--- src/core/rase_pkg.sv ---
// Package for the read address status encoder.
// Assumes a single 100 MHz core clock and synchronous reset.
package rase_pkg;

  localparam int unsigned PAGE_W       = 6;
  localparam int unsigned STAT_W       = 2;
  localparam int unsigned ADDR_W       = PAGE_W + STAT_W;
  localparam int unsigned CRC_W        = 16;

  localparam logic [PAGE_W-1:0] PAGE_ZERO    = 6'h00;
  localparam logic [PAGE_W-1:0] PAGE_ID      = 6'h03;
  localparam logic [PAGE_W-1:0] PAGE_SPECIAL = 6'h0c;

  localparam logic [STAT_W-1:0] ST_READ_UNLOCKED = 2'h0;
  localparam logic [STAT_W-1:0] ST_PROG_DONE     = 2'h1;
  localparam logic [STAT_W-1:0] ST_READ_LOCKED   = 2'h2;

  // Reader-side timing, kept for reference by the checks
  localparam int unsigned CLK_PERIOD_NS           = 10;
  localparam int unsigned SPECIAL_PROC_TIME_US    = 7000;
  localparam int unsigned WRITE_ZERO_BIT_TIME_US  = 450;
  localparam int unsigned WRITE_ONE_BIT_TIME_US   = 950;

  localparam logic [3:0] BIT_CNT_LAST = 4'h7;
  localparam logic [4:0] SHIFT_TOTAL  = 5'h18;

  typedef enum logic [2:0] {
    OP_READ,
    OP_SPECIAL_READ,
    OP_PROGRAM,
    OP_LOCK
  } rase_op_t;

  typedef enum logic [1:0] {
    OUT_OK,
    OUT_LOCK_FAIL,
    OUT_PROG_UNRELIABLE,
    OUT_LOCK_UNRELIABLE
  } rase_outcome_t;

endpackage : rase_pkg

--- src/core/rase_code_map.sv ---
// Combinational map from operation, outcome and lock state to the read address.
// Assumes inputs come from flops of the same clock domain.
module rase_code_map
  import rase_pkg::*;
(
  input  wire logic [PAGE_W-1:0] i_page,      // Addressed page number
  input  wire rase_op_t          i_op,        // Executed function
  input  wire rase_outcome_t     i_outcome,   // Function outcome
  input  wire logic              i_locked,    // Page lock bit
  output logic      [ADDR_W-1:0] o_addr       // Read address byte
);

  function automatic logic [ADDR_W-1:0] pack(input logic [PAGE_W-1:0] p, input logic [STAT_W-1:0] s);
    pack = {p, s};
  endfunction : pack

  always_comb begin
    o_addr = pack(i_page, ST_READ_UNLOCKED);
    if (i_page == PAGE_ID) begin
      o_addr = pack(i_page, ST_READ_UNLOCKED);
    end else begin
      case (i_outcome)
        OUT_LOCK_FAIL:       o_addr = pack(PAGE_ZERO, ST_READ_UNLOCKED);
        OUT_PROG_UNRELIABLE: o_addr = pack(PAGE_ZERO, ST_PROG_DONE);
        OUT_LOCK_UNRELIABLE: o_addr = pack(PAGE_ZERO, ST_READ_LOCKED);
        default: begin
          // normal codes; special read of page 12
          if (i_op == OP_PROGRAM) begin
            o_addr = pack(i_page, ST_PROG_DONE);
          end else if (i_locked) begin
            o_addr = pack(i_page, ST_READ_LOCKED);
          end else begin
            o_addr = pack(i_page, ST_READ_UNLOCKED);
          end
        end
      endcase
    end
  end

endmodule : rase_code_map

--- src/core/rase_encoder.sv ---
// Read address encoder and tail serializer of the response frame.
// Assumes the frame sequencer has sent pre-bits, start byte and data and
// asserts i_tail_start; the frame check word arrives with it.
module rase_encoder
  import rase_pkg::*;
(
  input  wire logic              i_core_clk,     // Core clock, 100 MHz
  input  wire logic              i_sys_rst,      // Sync reset, active high
  input  wire logic              i_func_valid,   // Pulse: function result ready
  input  wire logic [PAGE_W-1:0] i_page,         // Addressed page
  input  wire rase_op_t          i_op,           // Executed function
  input  wire rase_outcome_t     i_outcome,      // Outcome of the function
  input  wire logic              i_locked,       // Page lock state
  input  wire logic              i_tail_start,   // Pulse: start address and check word
  input  wire logic [CRC_W-1:0]  i_frame_check_word, // Check word, valid with start
  output logic                   o_lsb_only,     // Only low data byte to be sent
  output logic [ADDR_W-1:0]      o_read_addr,    // Latched read address
  output logic                   o_resp_enable,  // Response frame allowed
  output logic                   o_bit,          // Serial tail bit
  output logic                   o_bit_valid,    // Serial bit valid
  output logic                   o_tail_done     // Pulse: last tail bit sent
);

  typedef enum logic [1:0] {
    S_IDLE,
    S_ARMED,
    S_SHIFT
  } rase_state_t;

  typedef struct packed {
    rase_state_t                 state;
    logic [ADDR_W-1:0]           addr;
    logic                        lsb_only;
    logic [ADDR_W+CRC_W-1:0]     shreg;
    logic [4:0]                  cnt;
    logic                        bit_out;
    logic                        bit_valid;
    logic                        done;
  } rase_st_t;

  rase_st_t st_reg;
  rase_st_t st_next;
  logic [ADDR_W-1:0] map_addr;

  rase_code_map u_map (
    .i_page    (i_page),
    .i_op      (i_op),
    .i_outcome (i_outcome),
    .i_locked  (i_locked),
    .o_addr    (map_addr)
  );

  always_comb begin
    st_next      = st_reg;
    st_next.done = 1'b0;
    case (st_reg.state)
      S_IDLE: begin
        st_next.bit_valid = 1'b0;
        // only a valid function arms a frame
        if (i_func_valid) begin
          st_next.addr     = map_addr;
          // special read of page 12 returns low byte only
          st_next.lsb_only = (i_op == OP_SPECIAL_READ) && (i_page == PAGE_SPECIAL);
          st_next.state    = S_ARMED;
        end
      end
      S_ARMED: begin
        if (i_tail_start) begin
          // address then check word, LSB first
          st_next.shreg     = {i_frame_check_word, st_reg.addr};
          st_next.cnt       = 5'h00;
          st_next.state     = S_SHIFT;
        end
      end
      S_SHIFT: begin
        st_next.bit_out   = st_reg.shreg[0];
        st_next.bit_valid = 1'b1;
        st_next.shreg     = st_reg.shreg >> 1;
        st_next.cnt       = st_reg.cnt + 5'h01;
        if (st_reg.cnt == SHIFT_TOTAL - 5'h01) begin
          st_next.done  = 1'b1;
          st_next.state = S_IDLE;
        end
      end
      default: st_next.state = S_IDLE;
    endcase
  end

  always_ff @(posedge i_core_clk) begin
    if (i_sys_rst) begin
      st_reg <= '{state: S_IDLE, addr: '0, lsb_only: 1'b0, shreg: '0, cnt: '0,
                  bit_out: 1'b0, bit_valid: 1'b0, done: 1'b0};
    end else begin
      st_reg <= st_next;
    end
  end

  assign o_read_addr   = st_reg.addr;
  assign o_lsb_only    = st_reg.lsb_only;
  assign o_resp_enable = (st_reg.state != S_IDLE);
  assign o_bit         = st_reg.bit_out;
  assign o_bit_valid   = st_reg.bit_valid;
  assign o_tail_done   = st_reg.done;
endmodule : rase_encoder

--- config.mk ---
export PLATFORM = sky130hd
export DESIGN_NAME = rase_encoder
export DESIGN_NICKNAME = d
export VERILOG_FILES = /design/src/core/rase_pkg.sv /design/src/core/rase_code_map.sv /design/src/core/rase_encoder.sv
export SDC_FILE = /design/constraint.sdc
export NUM_CORES = 1
export LEC_CHECK = 0
export ABC_AREA = 1
export BUFFER_PORTS_ARGS = -buffer_cell sky130_fd_sc_hd__clkbuf_2
export CAP_MARGIN = 20
export CORE_ASPECT_RATIO = 1.2
export CORE_MARGIN = 2
export CORE_UTILIZATION = 50
export CTS_BUF_LIST = sky130_fd_sc_hd__clkbuf_8
export DETAILED_ROUTE_END_ITERATION = 10
export PLACE_DENSITY = 0.72
export SYNTH_ARGS = -nofsm -noshare
export SYNTH_HDL_FRONTEND = slang
export SYNTH_SLANG_ARGS = --single-unit
export TNS_END_PERCENT = 100
--- constraint.sdc ---
create_clock -name i_core_clk -period 3.12 [get_ports i_core_clk]
set_clock_uncertainty 0.1 [all_clocks]
set_input_delay 0.156 -clock i_core_clk [delete_from_list [all_inputs] [get_ports i_core_clk]]
set_output_delay 0.156 -clock i_core_clk [all_outputs]
set_load 0.01 [all_outputs]
======== Word level (Yosys, flattened, before mapping) ========
Index checks and enable logic that the tools add are counted.
operators by class
  reductions and logical operators ........ 9
  muxes and demuxes ....................... 12
  $add $sub $neg .......................... 1
  bitwise gates (word level) .............. 1
  equality and inequality tests ........... 13
operators with widths
  operator                                                          number
  29-bit one-hot mux with 2 select lines                            1
  29-bit 2-to-1 mux                                                 1
  8-bit one-hot mux with 3 select lines                             1
  11-bit 2-to-1 mux                                                 1
  2-bit 2-to-1 mux                                                  4
  8-bit 2-to-1 mux                                                  1
  2-bit == test (second input constant)                             3
  6-bit by 2-bit == test with 1-bit output (second input constant)  1
  6-bit by 4-bit == test with 1-bit output (second input constant)  1
  2-bit inequality test (second input constant)                     3
  2-bit one-hot mux with 3 select lines                             1
  2-bit nonzero test                                                3
  5-bit by 1-bit adder with 5-bit output (second input constant)    1
  5-bit == test (second input constant)                             1
  2-bit by 1-bit == test with 1-bit output (second input constant)  2
  2-bit AND reduction                                               2
  3-bit by 1-bit == test with 1-bit output (second input constant)  1
  3-bit by 2-bit == test with 1-bit output (second input constant)  1
  3-bit AND reduction                                               1
  2-bit zero test                                                   1
  1-bit one-hot mux with 2 select lines                             1
  2-bit OR reduction                                                1
  1-bit logical AND                                                 1
  1-bit 2-to-1 mux                                                  1
  1-bit inverter                                                    1
storage, ports and cells
  output and inout port bits .............. 13
  input bits .............................. 32
  flip-flop bits (word level) ............. 43

======== Longest topological paths before layout ========
Gate-level depths: netlist of the first run.
  word-level depth ........................ 6
  mapped depth ............................ 8
  depth with buffers taken out ............ 7

======== Hierarchy ========
A second synthesis of the first run with hierarchy kept.
second synthesis, totals
  cells, all modules ...................... 322
  area, all modules ....................... 2122.0 um^2
by module, submodules not included
  module         times used  seq. area each (um^2)  area an instance (um^2)  cells each
  rase_encoder   1           860.8                  1976.9                   292
  rase_code_map  1           0.0                    145.1                    30

======== Worst setup path before layout of the first run ========
No wires, ideal clock.
  path kind ............................... register -> register
  from .................................... register st_reg[41] in the netlist's numbering
  to ...................................... register st_reg[21] in the netlist's numbering
  path slack .............................. 1.925 ns
  data arrival time ....................... 0.979 ns
  stages on the path, launching flop included .. 7
  buffers on the path ..................... 1
  data required time ...................... 2.904 ns
  cells stage by stage .................... dfxtp_1 -> nand3_2 -> nand2_2 -> inv_4 -> buf_6 -> nor2_1 -> nor2_1
between the ends
  longest elaborated chain between the ends .. 3
ends and longest elaborated chain
  what                                                                          line                RTL
  from (decl)                                                                   rase_encoder.sv:41  rase_st_t st_reg;
  from (signal assigned)                                                        rase_encoder.sv:91  st_reg <= '{state: S_IDLE, addr: '0, lsb_only: 1'b0, shreg: '0, cnt: '0,
  from (signal assigned)                                                        rase_encoder.sv:94  st_reg <= st_next;
  2-bit by 1-bit == test with 1-bit output or 2-bit == test (tied branches)     rase_encoder.sv:56  case (st_reg.state)
  2-bit inequality test (no source line) or 2-bit nonzero test (tied branches)  -
  2-bit AND reduction (no source line)                                          -
Parallel ways exist; a longest one is shown, timed or not.
A chain may end at the register's enable or synchronous reset.

======== Worst setup path after layout of the first run ========
  from .................................... register st_reg[41] in the netlist's numbering
  to ...................................... register st_reg[6] in the netlist's numbering
The elaborated chain is that of the path after synthesis.

==> results.cfg, run 1 <==
[floorplanning]
rows = 25
die-area_um2 = 4560
die_y_um = 73.58
ioPinCount = 45
start_util_pct = 51.58
fp.dieW_um = 61.98
core-area_um2 = 3910

[clocking]
cts_hold_buffers = 0
cts_setup_buffers = 0
cts_buffers = 5
cts-root-buf = clkbuf_8
clock_sinks = 43
cts_tree = built
htree_levels = 2
post_cts_resized = 0
cts.clk_slew.worst_paths_ps = 80
cts_buffer_depth = 2
clkLatencyLatePin_ps = 290

[synthesis]
yosysSeqAreaShare_pct = 42.68
syn-cell-area_um2 = 2017
synth-adder-area-share_pct = 0.6203
syn_inst = 298
synth_compound_area_share_pct = 13.77
synth_top_area_share_pct = 42.68
ys_ff_latch = 43
muxShareOfSynthArea_pct = 0
synth_top_family_by_area = simple AND/OR/NAND/NOR gates
syn_area_per_cell_um2 = 6.768
syn_nets = 331
synth_xor_area_share_pct = 0
ys_types = 22
yosysTopAreaCell = dfxtp_1
synthTopCellsByArea = dfxtp_1 (43%), nand2_1 (15%), nor2_1 (9.9%)
synthSimpleGateAreaFrac_pct = 31.45
synth_warnings = 0

[sta]
slew_viol_final = 0
finalSetupTns_ps = 0
final_hold_viol_count = 0
relSlewSlack_pct = 58.91
tightest_slew_ps = 615.6
min_period_over_period_pct = 54.89
setup-violations-final = 0
setup_ws_ps = 1407
rsz0062_at_grt = false
hold_ws_ps = 10.12
fmax_mhz = 583.9
period_minus_slack_ps = 1713

[setup_path]
cp_num_buf_inv = 2
worstSetupPathType = flop to flop
cp-end-kind = flop
crit_chain = nor2_4, inv_4, nand2_2, inv_4, nand2_1, a21oi_1
cp_data_arrival_time_ps = 1830
crit_slowest_cell = dfxtp_1
timing.critical_path.slowest_cell_delay_ps = 430
crit_required_ps = 3240
cpMostUsedCell = inv_4
path_max_fanout = 28
crit_family = buffers and inverters
worst_setup_path_start_kind = flop

[place]
hpwlAfterDp_um = 2772
place_congestion = 0.7813
dp_slack_ps = 1411
portBuffers = 44
placed_cell_area_um2 = 2168

[routing]
wl_per_cell_um = 10.64
first_iter_violations = 100
dr.pass1.iters = 4
vias_per_cell = 4.846
vias = 1861
finalWirelength_um = 4087
drc = 0
detail-route-antenna-nets = 0

[power_and_ir_drop]
p_leak_nw = 1.118
switchingPower_w = 0.0003045
swShare_pct = 25.22
seqPwrFrac_pct = 50.1
comb_power_share_pct = 13.2
vdd_ir_drop_max_uv = 330.2
clockPowerShare_pct = 36.6
p_per_area_nw_per_um2 = 528.2
internal_power_w = 0.0009029

[finish]
drive_gt1_share_pct = 18.79
finalInstanceArea_um2 = 2286
fin_util_pct = 58.46
largest_reg_flops = 31
num_antenna_cells = 0
synthToLayoutAreaGrowth_pct = 13.34
nets = 362

[min_path]
hold_path_class = input port to flop

[grt]
grt-ovfl-total = 0
grt_max_degree = 30
grt_pass1_vias = 1704
antenna_found_initial = 0
grt_pass1_wl_um = 7065
grt.total_usage_pct = 20.65

[flow_run]
cap_violations = 0

[status]
outcome = complete, no violations
==> cells by family (layout without fill, tap and decap cells) <==
logic type,count (synthesis),in the layout
AO/OA/AOI/OAI,54,54
buffers and inverters,43,75
adder cells (fa/ha/maj),1,1
flip-flops,43,43
AND/OR/NAND/NOR,157,157
==> worst paths after layout <==
kind	cells after the start	slack (ps)	end	startpoint
max	6	1410	st_reg[6]	st_reg[41]
min	3	10	st_reg[31]	i_frame_check_word[15]
max reg2reg	6	1410	st_reg[6]	st_reg[41]
min reg2reg	2	370	st_reg[31]	st_reg[31]
==> cell type report <==
cell class / count / area, um^2
fill: 396 / 1624
multi-input combinational: 212 / 924.6
sequential: 43 / 860.8
timing repair buffer: 45 / 227.7
inverter: 22 / 87.58
clock buffer: 6 / 82.58
tap: 54 / 67.56
clock inverter: 2 / 35.03
==> worst reg2reg max path, cell delays in order, from the launching register on <==
cell	delay [ps]
dfxtp_1	430
nor2_4	70
inv_4	210
nand2_2	290
inv_4	330
nand2_1	80
a21oi_1	140
==> per-layer routing <==
metal  vias to the layer above  share of wire (%)  global-route usage, %
met5                         -                  0                      0
met4                         0                1.4                  6.856
met3                         7                5.1                  5.986
met2                        53                 48                  34.61
met1                       802                 45                  24.72
li1                        999                  -                      -
==> metrics by stage <==
stage / instances / power (W)
floorplan: 298 / 0.0007385
global placement: 376 / 0.0007756
detailed placement: 376 / 0.0007778
CTS: 384 / 0.001219
global route: 384 / 0.001276
finish: 384 / 0.001207
==> synthesized netlist by cell type <==
| master | number |
|---|---|
| o21bai_1 | 1 |
| nor2_1 | 53 |
| nor3_1 | 4 |
| dfxtp_1 | 43 |
| buf_6 | 3 |
| o21ai_1 | 1 |
| a211oi_1 | 1 |
| buf_2 | 4 |
| nand3_2 | 2 |
| inv_4 | 2 |
| clkbuf_1 | 4 |
| nor2_4 | 1 |
| o21a_1 | 1 |
| nand2_1 | 83 |
| o21ai_0 | 29 |
| ha_1 | 1 |
| inv_2 | 2 |
| buf_4 | 10 |
| inv_1 | 18 |
| nand2_2 | 2 |
| a21oi_1 | 21 |
| nand3_1 | 12 |
==> placed cells by master (no fill, tap or decap), types with 2 or more instances in the layout <==
cell      synthesis  final
clkbuf_8          0      6
o21ai_0          29     29
inv_1            18     18
clkbuf_2          0     44
nand2_2           2      2
a21oi_1          21     21
dfxtp_1          43     43
nor3_1            4      4
nor2_1           53     53
nand3_1          12     12
nand2_1          83     83
inv_2             2      2
inv_4             2      2
nand3_2           2      2
==> power by group through the flow <==
| stage | registers [W] | clock network, W | logic [W] |
|---|---|---|---|
| after floorplan | 0.000614 | 0 | 0.000124 |
| after global placement | 0.000617 | 0 | 0.000158 |
| after detailed placement | 0.000617 | 0 | 0.000160 |
| after CTS | 0.000605 | 0.000452 | 0.000162 |
| after global routing | 0.000610 | 0.000478 | 0.000187 |
| final | 0.000605 | 0.000442 | 0.000160 |
(Power assumes the default switching activity.)
==> run 2: changes to the inputs <==
Settings changed: ABC_AREA 1 to 0.
Clock period 3.12 ns to 1.6 ns, I/O delays scaled along.
==> run 2 against run 1 <==
  * Via count is 4.4% lower
  * Flip-flop and latch count unchanged
  * Combinational power up 78%
  * Largest cell class is now flip-flops and latches
  * Hold slack lost 8.7 ps
  * Sequential power is 87% higher
  * Clock power grew 120%
  * Non-clock buffer count is 30 higher
  * Final area increased by 6.8%
  * Clock-buffer cell count shrank 1
  * Utilization is 8.7 points higher
  * Power grew 98%
==> results.cfg, run 2 <==
[finish]
nets = 306
synthToLayoutAreaGrowth_pct = 29.63
final_common_cell = clkbuf_2
mostFrequentLayoutCells = clkbuf_2 (44), dfxtp_1 (43), a21oi_1 (40)
drive_gt1_share_pct = 24.82
largest_reg_flops = 31
finalInstanceArea_um2 = 2441
num_antenna_cells = 0

[setup_path]
cp_data_arrival_time_ps = 1530
r2r_slack_ps = 160
crit_family = simple AND/OR/NAND/NOR gates
worst_setup_path_start_kind = flop
timing.critical_path.slowest_cell_delay_ps = 460
path_max_fanout = 11
cp_num_buf_inv = 0
crit_chain = or3b_4, and3_1, a31o_2
crit_required_ps = 1690
worstSetupPathType = flop to flop
crit_slowest_cell = or3b_4
cp-end-kind = flop

[synthesis]
yosysMostFrequentCell = dfxtp_1
ys_ff_latch = 43
ys_async_sr_fraction_pct = 0
yosysSeqAreaShare_pct = 45.71
synth_warnings = 0
synthTopCellsByCount = dfxtp_1 (43), a21oi_1 (40), nand3_1 (34), a22oi_1 (23), nand2_1 (12)
synthTopCellsByArea = dfxtp_1 (46%), a21oi_1 (11%), a22oi_1 (9.2%)
syn-cell-area_um2 = 1883
syn_area_per_cell_um2 = 8.638
syn_nets = 251
synth_top_area_share_pct = 45.71
yosysTopAreaCell = dfxtp_1
synth_ff_type = dfxtp_1
synth-edff-count = 0
ys_types = 38
syn_inst = 218

[sta]
hold_ws_ps = 1.424
min_period_over_period_pct = 89.77
tightest_slew_ps = 396.6
final_hold_viol_count = 0
slew_viol_final = 0
period_minus_slack_ps = 1436
fmax_mhz = 696.2
finalSetupTns_ps = 0
relSlewSlack_pct = 73.56
setup-violations-final = 0
rsz0062_at_grt = false

[grt]
grt_max_degree = 40
grt_pass1_vias = 1654
grt_pass1_wl_um = 6962
grt.total_usage_pct = 21.03
antenna_found_initial = 0
grt-ovfl-total = 0

[clocking]
clock_sinks = 43
cts_buffers = 5
cts_hold_buffers = 20
cts_setup_buffers = 0
cts_tree = built
cts.clk_slew.worst_paths_ps = 80
htree_levels = 2
clkLatencyLatePin_ps = 290
cts_buffer_depth = 2
post_cts_resized = 0
cts-root-buf = clkbuf_8

[place]
place_congestion = 0.7378
hpwlAfterDp_um = 2661
portBuffers = 44
placed_cell_area_um2 = 2108

[min_path]
hold_path_class = input port to flop

[floorplanning]
core-area_um2 = 3633
fp.dieW_um = 60.02
die-area_um2 = 4275
ioPinCount = 45
start_util_pct = 51.83
die_y_um = 71.23
rows = 24

[status]
outcome = complete, no violations

[routing]
first_iter_violations = 88
drc = 0
finalWirelength_um = 4314
dr.pass1.iters = 4
wl_per_cell_um = 13.23
detail-route-antenna-nets = 0
vias_per_cell = 5.460
vias = 1780

[power_and_ir_drop]
vdd_ir_drop_max_uv = 707.9
p_leak_nw = 0.9447
p_per_area_nw_per_um2 = 977.7

[flow_run]
cap_violations = 0
-- run 2: cell count changes in the layout (fill, tap and decap cells not counted), sizes merged, moves of 19 or more --
cell and delta:
nand2 -73, nor2 -51, o21ai -28, a22oi +23
dlygate4sd3 +20, nand3 +20, a21oi +19, inv -19
-- run 2: metal layers --
layer / share of wire (%) / global-route usage (%) / vias to the layer above / wire [um]
met1: 43 / 24.39 / 815 / 1862
met4: 2.2 / 8.395 / 0 / 94
met2: 50 / 35.87 / 55 / 2142
met5: 0 / 0 / - / 0
li1: - / - / 901 / -
met3: 5.0 / 5.776 / 9 / 214
-- run 2: power breakdown --
| group | leakage (nW) | total (W) | internal (W) | switching (W) |
|---|---|---|---|---|
| clock network | 0.0695 | 0.000976 | 0.000617 | 0.000359 |
| registers | 0.349 | 0.00113 | 0.00110 | 0.0000232 |
| logic | 0.527 | 0.000284 | 0.000139 | 0.000145 |
-- run 2: layout make-up --
cell class,count,area [um^2]
fillers,308,1192
inverters,2,7.507
repair buffers,75,515.5
flip-flops and latches,43,860.8
clock buffers,5,68.82
clock inverters,3,63.81
well taps,52,65.06
multi-input cells,146,859.6
-- run 2: worst paths after layout --
kind | start | end | depth (start not counted)
hold / removal | i_op[2] | o_lsb_only | 4
setup reg to reg | st_reg[42] | o_read_addr[0] | 3
setup / recovery | st_reg[42] | o_read_addr[0] | 3
hold reg to reg | o_lsb_only | o_lsb_only | 2
-- run 2: per-stage QoR --
| step | instances | setup slack [ps] | util, % | power (W) |
|---|---|---|---|---|
| after floorplan | 218 | 198.5 | - | 0.001311 |
| after global placement | 298 | 189.8 | 58.02 | 0.001393 |
| after detailed placement | 298 | 178.9 | 58.02 | 0.001396 |
| after CTS | 326 | 165.0 | 67.18 | 0.002408 |
| after global routing | 326 | 7.628 | 67.18 | 0.002481 |
| final | 326 | 163.7 | 67.18 | 0.002387 |
-- run 2: worst register-to-register path: cells and delay by family (launching register included) --
family / cells / cell delay (ps)
AO/OA/AOI/OAI: 1 / 200
flip-flops: 1 / 370
AND/OR/NAND/NOR: 2 / 670
-- run 2: cells by family after synthesis --
| group | count (synthesis) | share of synthesized area (%) |
|---|---|---|
| AO/OA/AOI/OAI | 73 | 24.12 |
| adder cells (fa/ha/maj) | 1 | 0.6643 |
| buffers and inverters | 29 | 8.771 |
| flip-flops | 43 | 45.71 |
| multiplexers | 1 | 0.5316 |
| AND/OR/NAND/NOR | 71 | 20.20 |
==> run 3: changes to the inputs <==
Settings changed: CORE_MARGIN 2 to 10, RECOVER_POWER set to 100.
==> run 3 against run 2 <==
  * Critical path depth is the same
  * Largest cell class unchanged
  * Flip-flop and latch count is the same
  * Highest routed layer unchanged
  * Setup slack worse by 12 ps
  * Critical endpoint unchanged
==> results.cfg, run 3 (synthesized netlist as in run 2, its figures left out) <==
[finish]
synthToLayoutAreaGrowth_pct = 28.37
mostFrequentLayoutCells = dfxtp_1 (43), a21oi_1 (40), nand3_1 (34)
largest_reg_flops = 31
fin_util_pct = 66.53
num_antenna_cells = 0
drive_gt1_share_pct = 20.07
final_common_cell = dfxtp_1
fillers = 325
finalInstanceArea_um2 = 2417
nets = 306

[sta]
period_minus_slack_ps = 1449
hold_ws_ps = 9.202
finalSetupTns_ps = 0
slew_viol_final = 0
final_hold_viol_count = 0
setup-violations-final = 0
fmax_mhz = 690.3
rsz0062_at_grt = false
tightest_slew_ps = 708.7
relSlewSlack_pct = 52.75
min_period_over_period_pct = 90.54

[power_and_ir_drop]
p_per_area_nw_per_um2 = 988.9
switchingPower_w = 0.0005359
p_leak_nw = 0.8985
seqPwrFrac_pct = 47.1
swShare_pct = 22.42
comb_power_share_pct = 11.7
clockPowerShare_pct = 41.1
internal_power_w = 0.001855
vdd_ir_drop_max_uv = 656.1

[min_path]
hold_path.startpoint = i_frame_check_word[10]
hold_path_class = input port to flop

[setup_path]
worstSetupPathType = flop to flop
critPathLaunch = st_reg[42]
crit_slowest_cell = or3b_4
cp_data_arrival_time_ps = 1540
worst_setup_path_start_kind = flop
timing.critical_path.slowest_cell_delay_ps = 470
cp-end-kind = flop
path_max_fanout = 11
critical_path.reg2reg.startpoint = st_reg[42]
crit_required_ps = 1690
crit_chain = or3b_4, and3_1, a31o_2

[grt]
antenna_found_initial = 0
grt_use_met2_pct = 25.23
top_usage_layer = met2
grt_pass1_vias = 1791
grt_pass1_wl_um = 7962
grt.total_usage_pct = 14.18
grt_util_met3_pct = 4.959
grt_max_degree = 40
grt-ovfl-total = 0
met1_usage_pct = 15.77

[clocking]
cts-root-buf = clkbuf_8
htree_levels = 2
cts_buffer_depth = 2
clkLatencyLatePin_ps = 290
cts.clk_slew.worst_paths_ps = 80
clock_sinks = 43
cts_tree = built
cts_buffers = 5
cts_setup_buffers = 0

[flow_run]
cap_violations = 0

[routing]
dr.pass1.iters = 4
detail-route-antenna-nets = 0
finalWirelength_um = 4654
wl_per_cell_um = 14.28
vias = 1797
first_iter_violations = 89
vias_per_cell = 5.512
drc = 0

[status]
outcome = complete, no violations

[place]
hpwlAfterDp_um = 3045
portBuffers = 44
place_congestion = 0.7483
placed_cell_area_um2 = 2108

[floorplanning]
ioPinCount = 45
fp.dieW_um = 76.02
start_util_pct = 51.83
die_y_um = 87.23
rows = 24
core-area_um2 = 3633
die-area_um2 = 6631
run 3: cell types whose count changed in the layout (fill, tap and decap cells not counted), sizes merged:
cell,change
buf,-3
clkbuf,+3
run 3: repair_timing:
action / CTS / global route
hold buffers: 20 / 0
resized for setup: 0 / 0
endpoints found under the hold margin: 20 / 0
setup endpoints to repair: 0 / 0
run 3: worst max-delay path, delay by kind of cell, from the launching register on:
family          cells  cell delay, ps
simple gates        2             680
compound gates      1             200
flops               1             370
run 3: path summary, 6_finish.rpt:
check	slack [ps]	endpoint	cells after the start
max	150	o_read_addr[0]	3
min	9	st_reg[26]	3
min reg2reg	350	o_lsb_only	2
max reg2reg	150	o_read_addr[0]	3
run 3: power by group through the flow:
stage,logic (W),registers (W),clock network (W)
floorplan,0.000166,0.00114,0
detailed placement,0.000246,0.00115,0
finish,0.000280,0.00113,0.000983
global placement,0.000244,0.00115,0
global route,0.000312,0.00113,0.00106
CTS,0.000285,0.00113,0.00100
run 3: metal layers:
metal | vias to the layer above | wire [um]
li1 | 902 | -
met1 | 840 | 2037
met2 | 49 | 2302
met3 | 6 | 263
met4 | 0 | 50
met5 | - | 0
run 3: final cells by class:
class	instances	area [um^2]	share of cell area (%)
multi-input combinational	146	859.6	35.56
clock buffer	5	68.82	2.847
inverter	2	7.507	0.3106
sequential	43	860.8	35.61
timing repair buffer	75	491.7	20.34
clock inverter	3	63.81	2.640
tap	52	65.06	2.692
run 3: per-stage QoR:
stage                     setup slack, ps  std cells  power [W]
after floorplan                     198.5        218   0.001311
after global placement              190.2        298   0.001395
after detailed placement            170.3        298   0.001398
after CTS                           146.9        326   0.002416
after global routing                31.55        326   0.002505
final                               151.4        326   0.002391
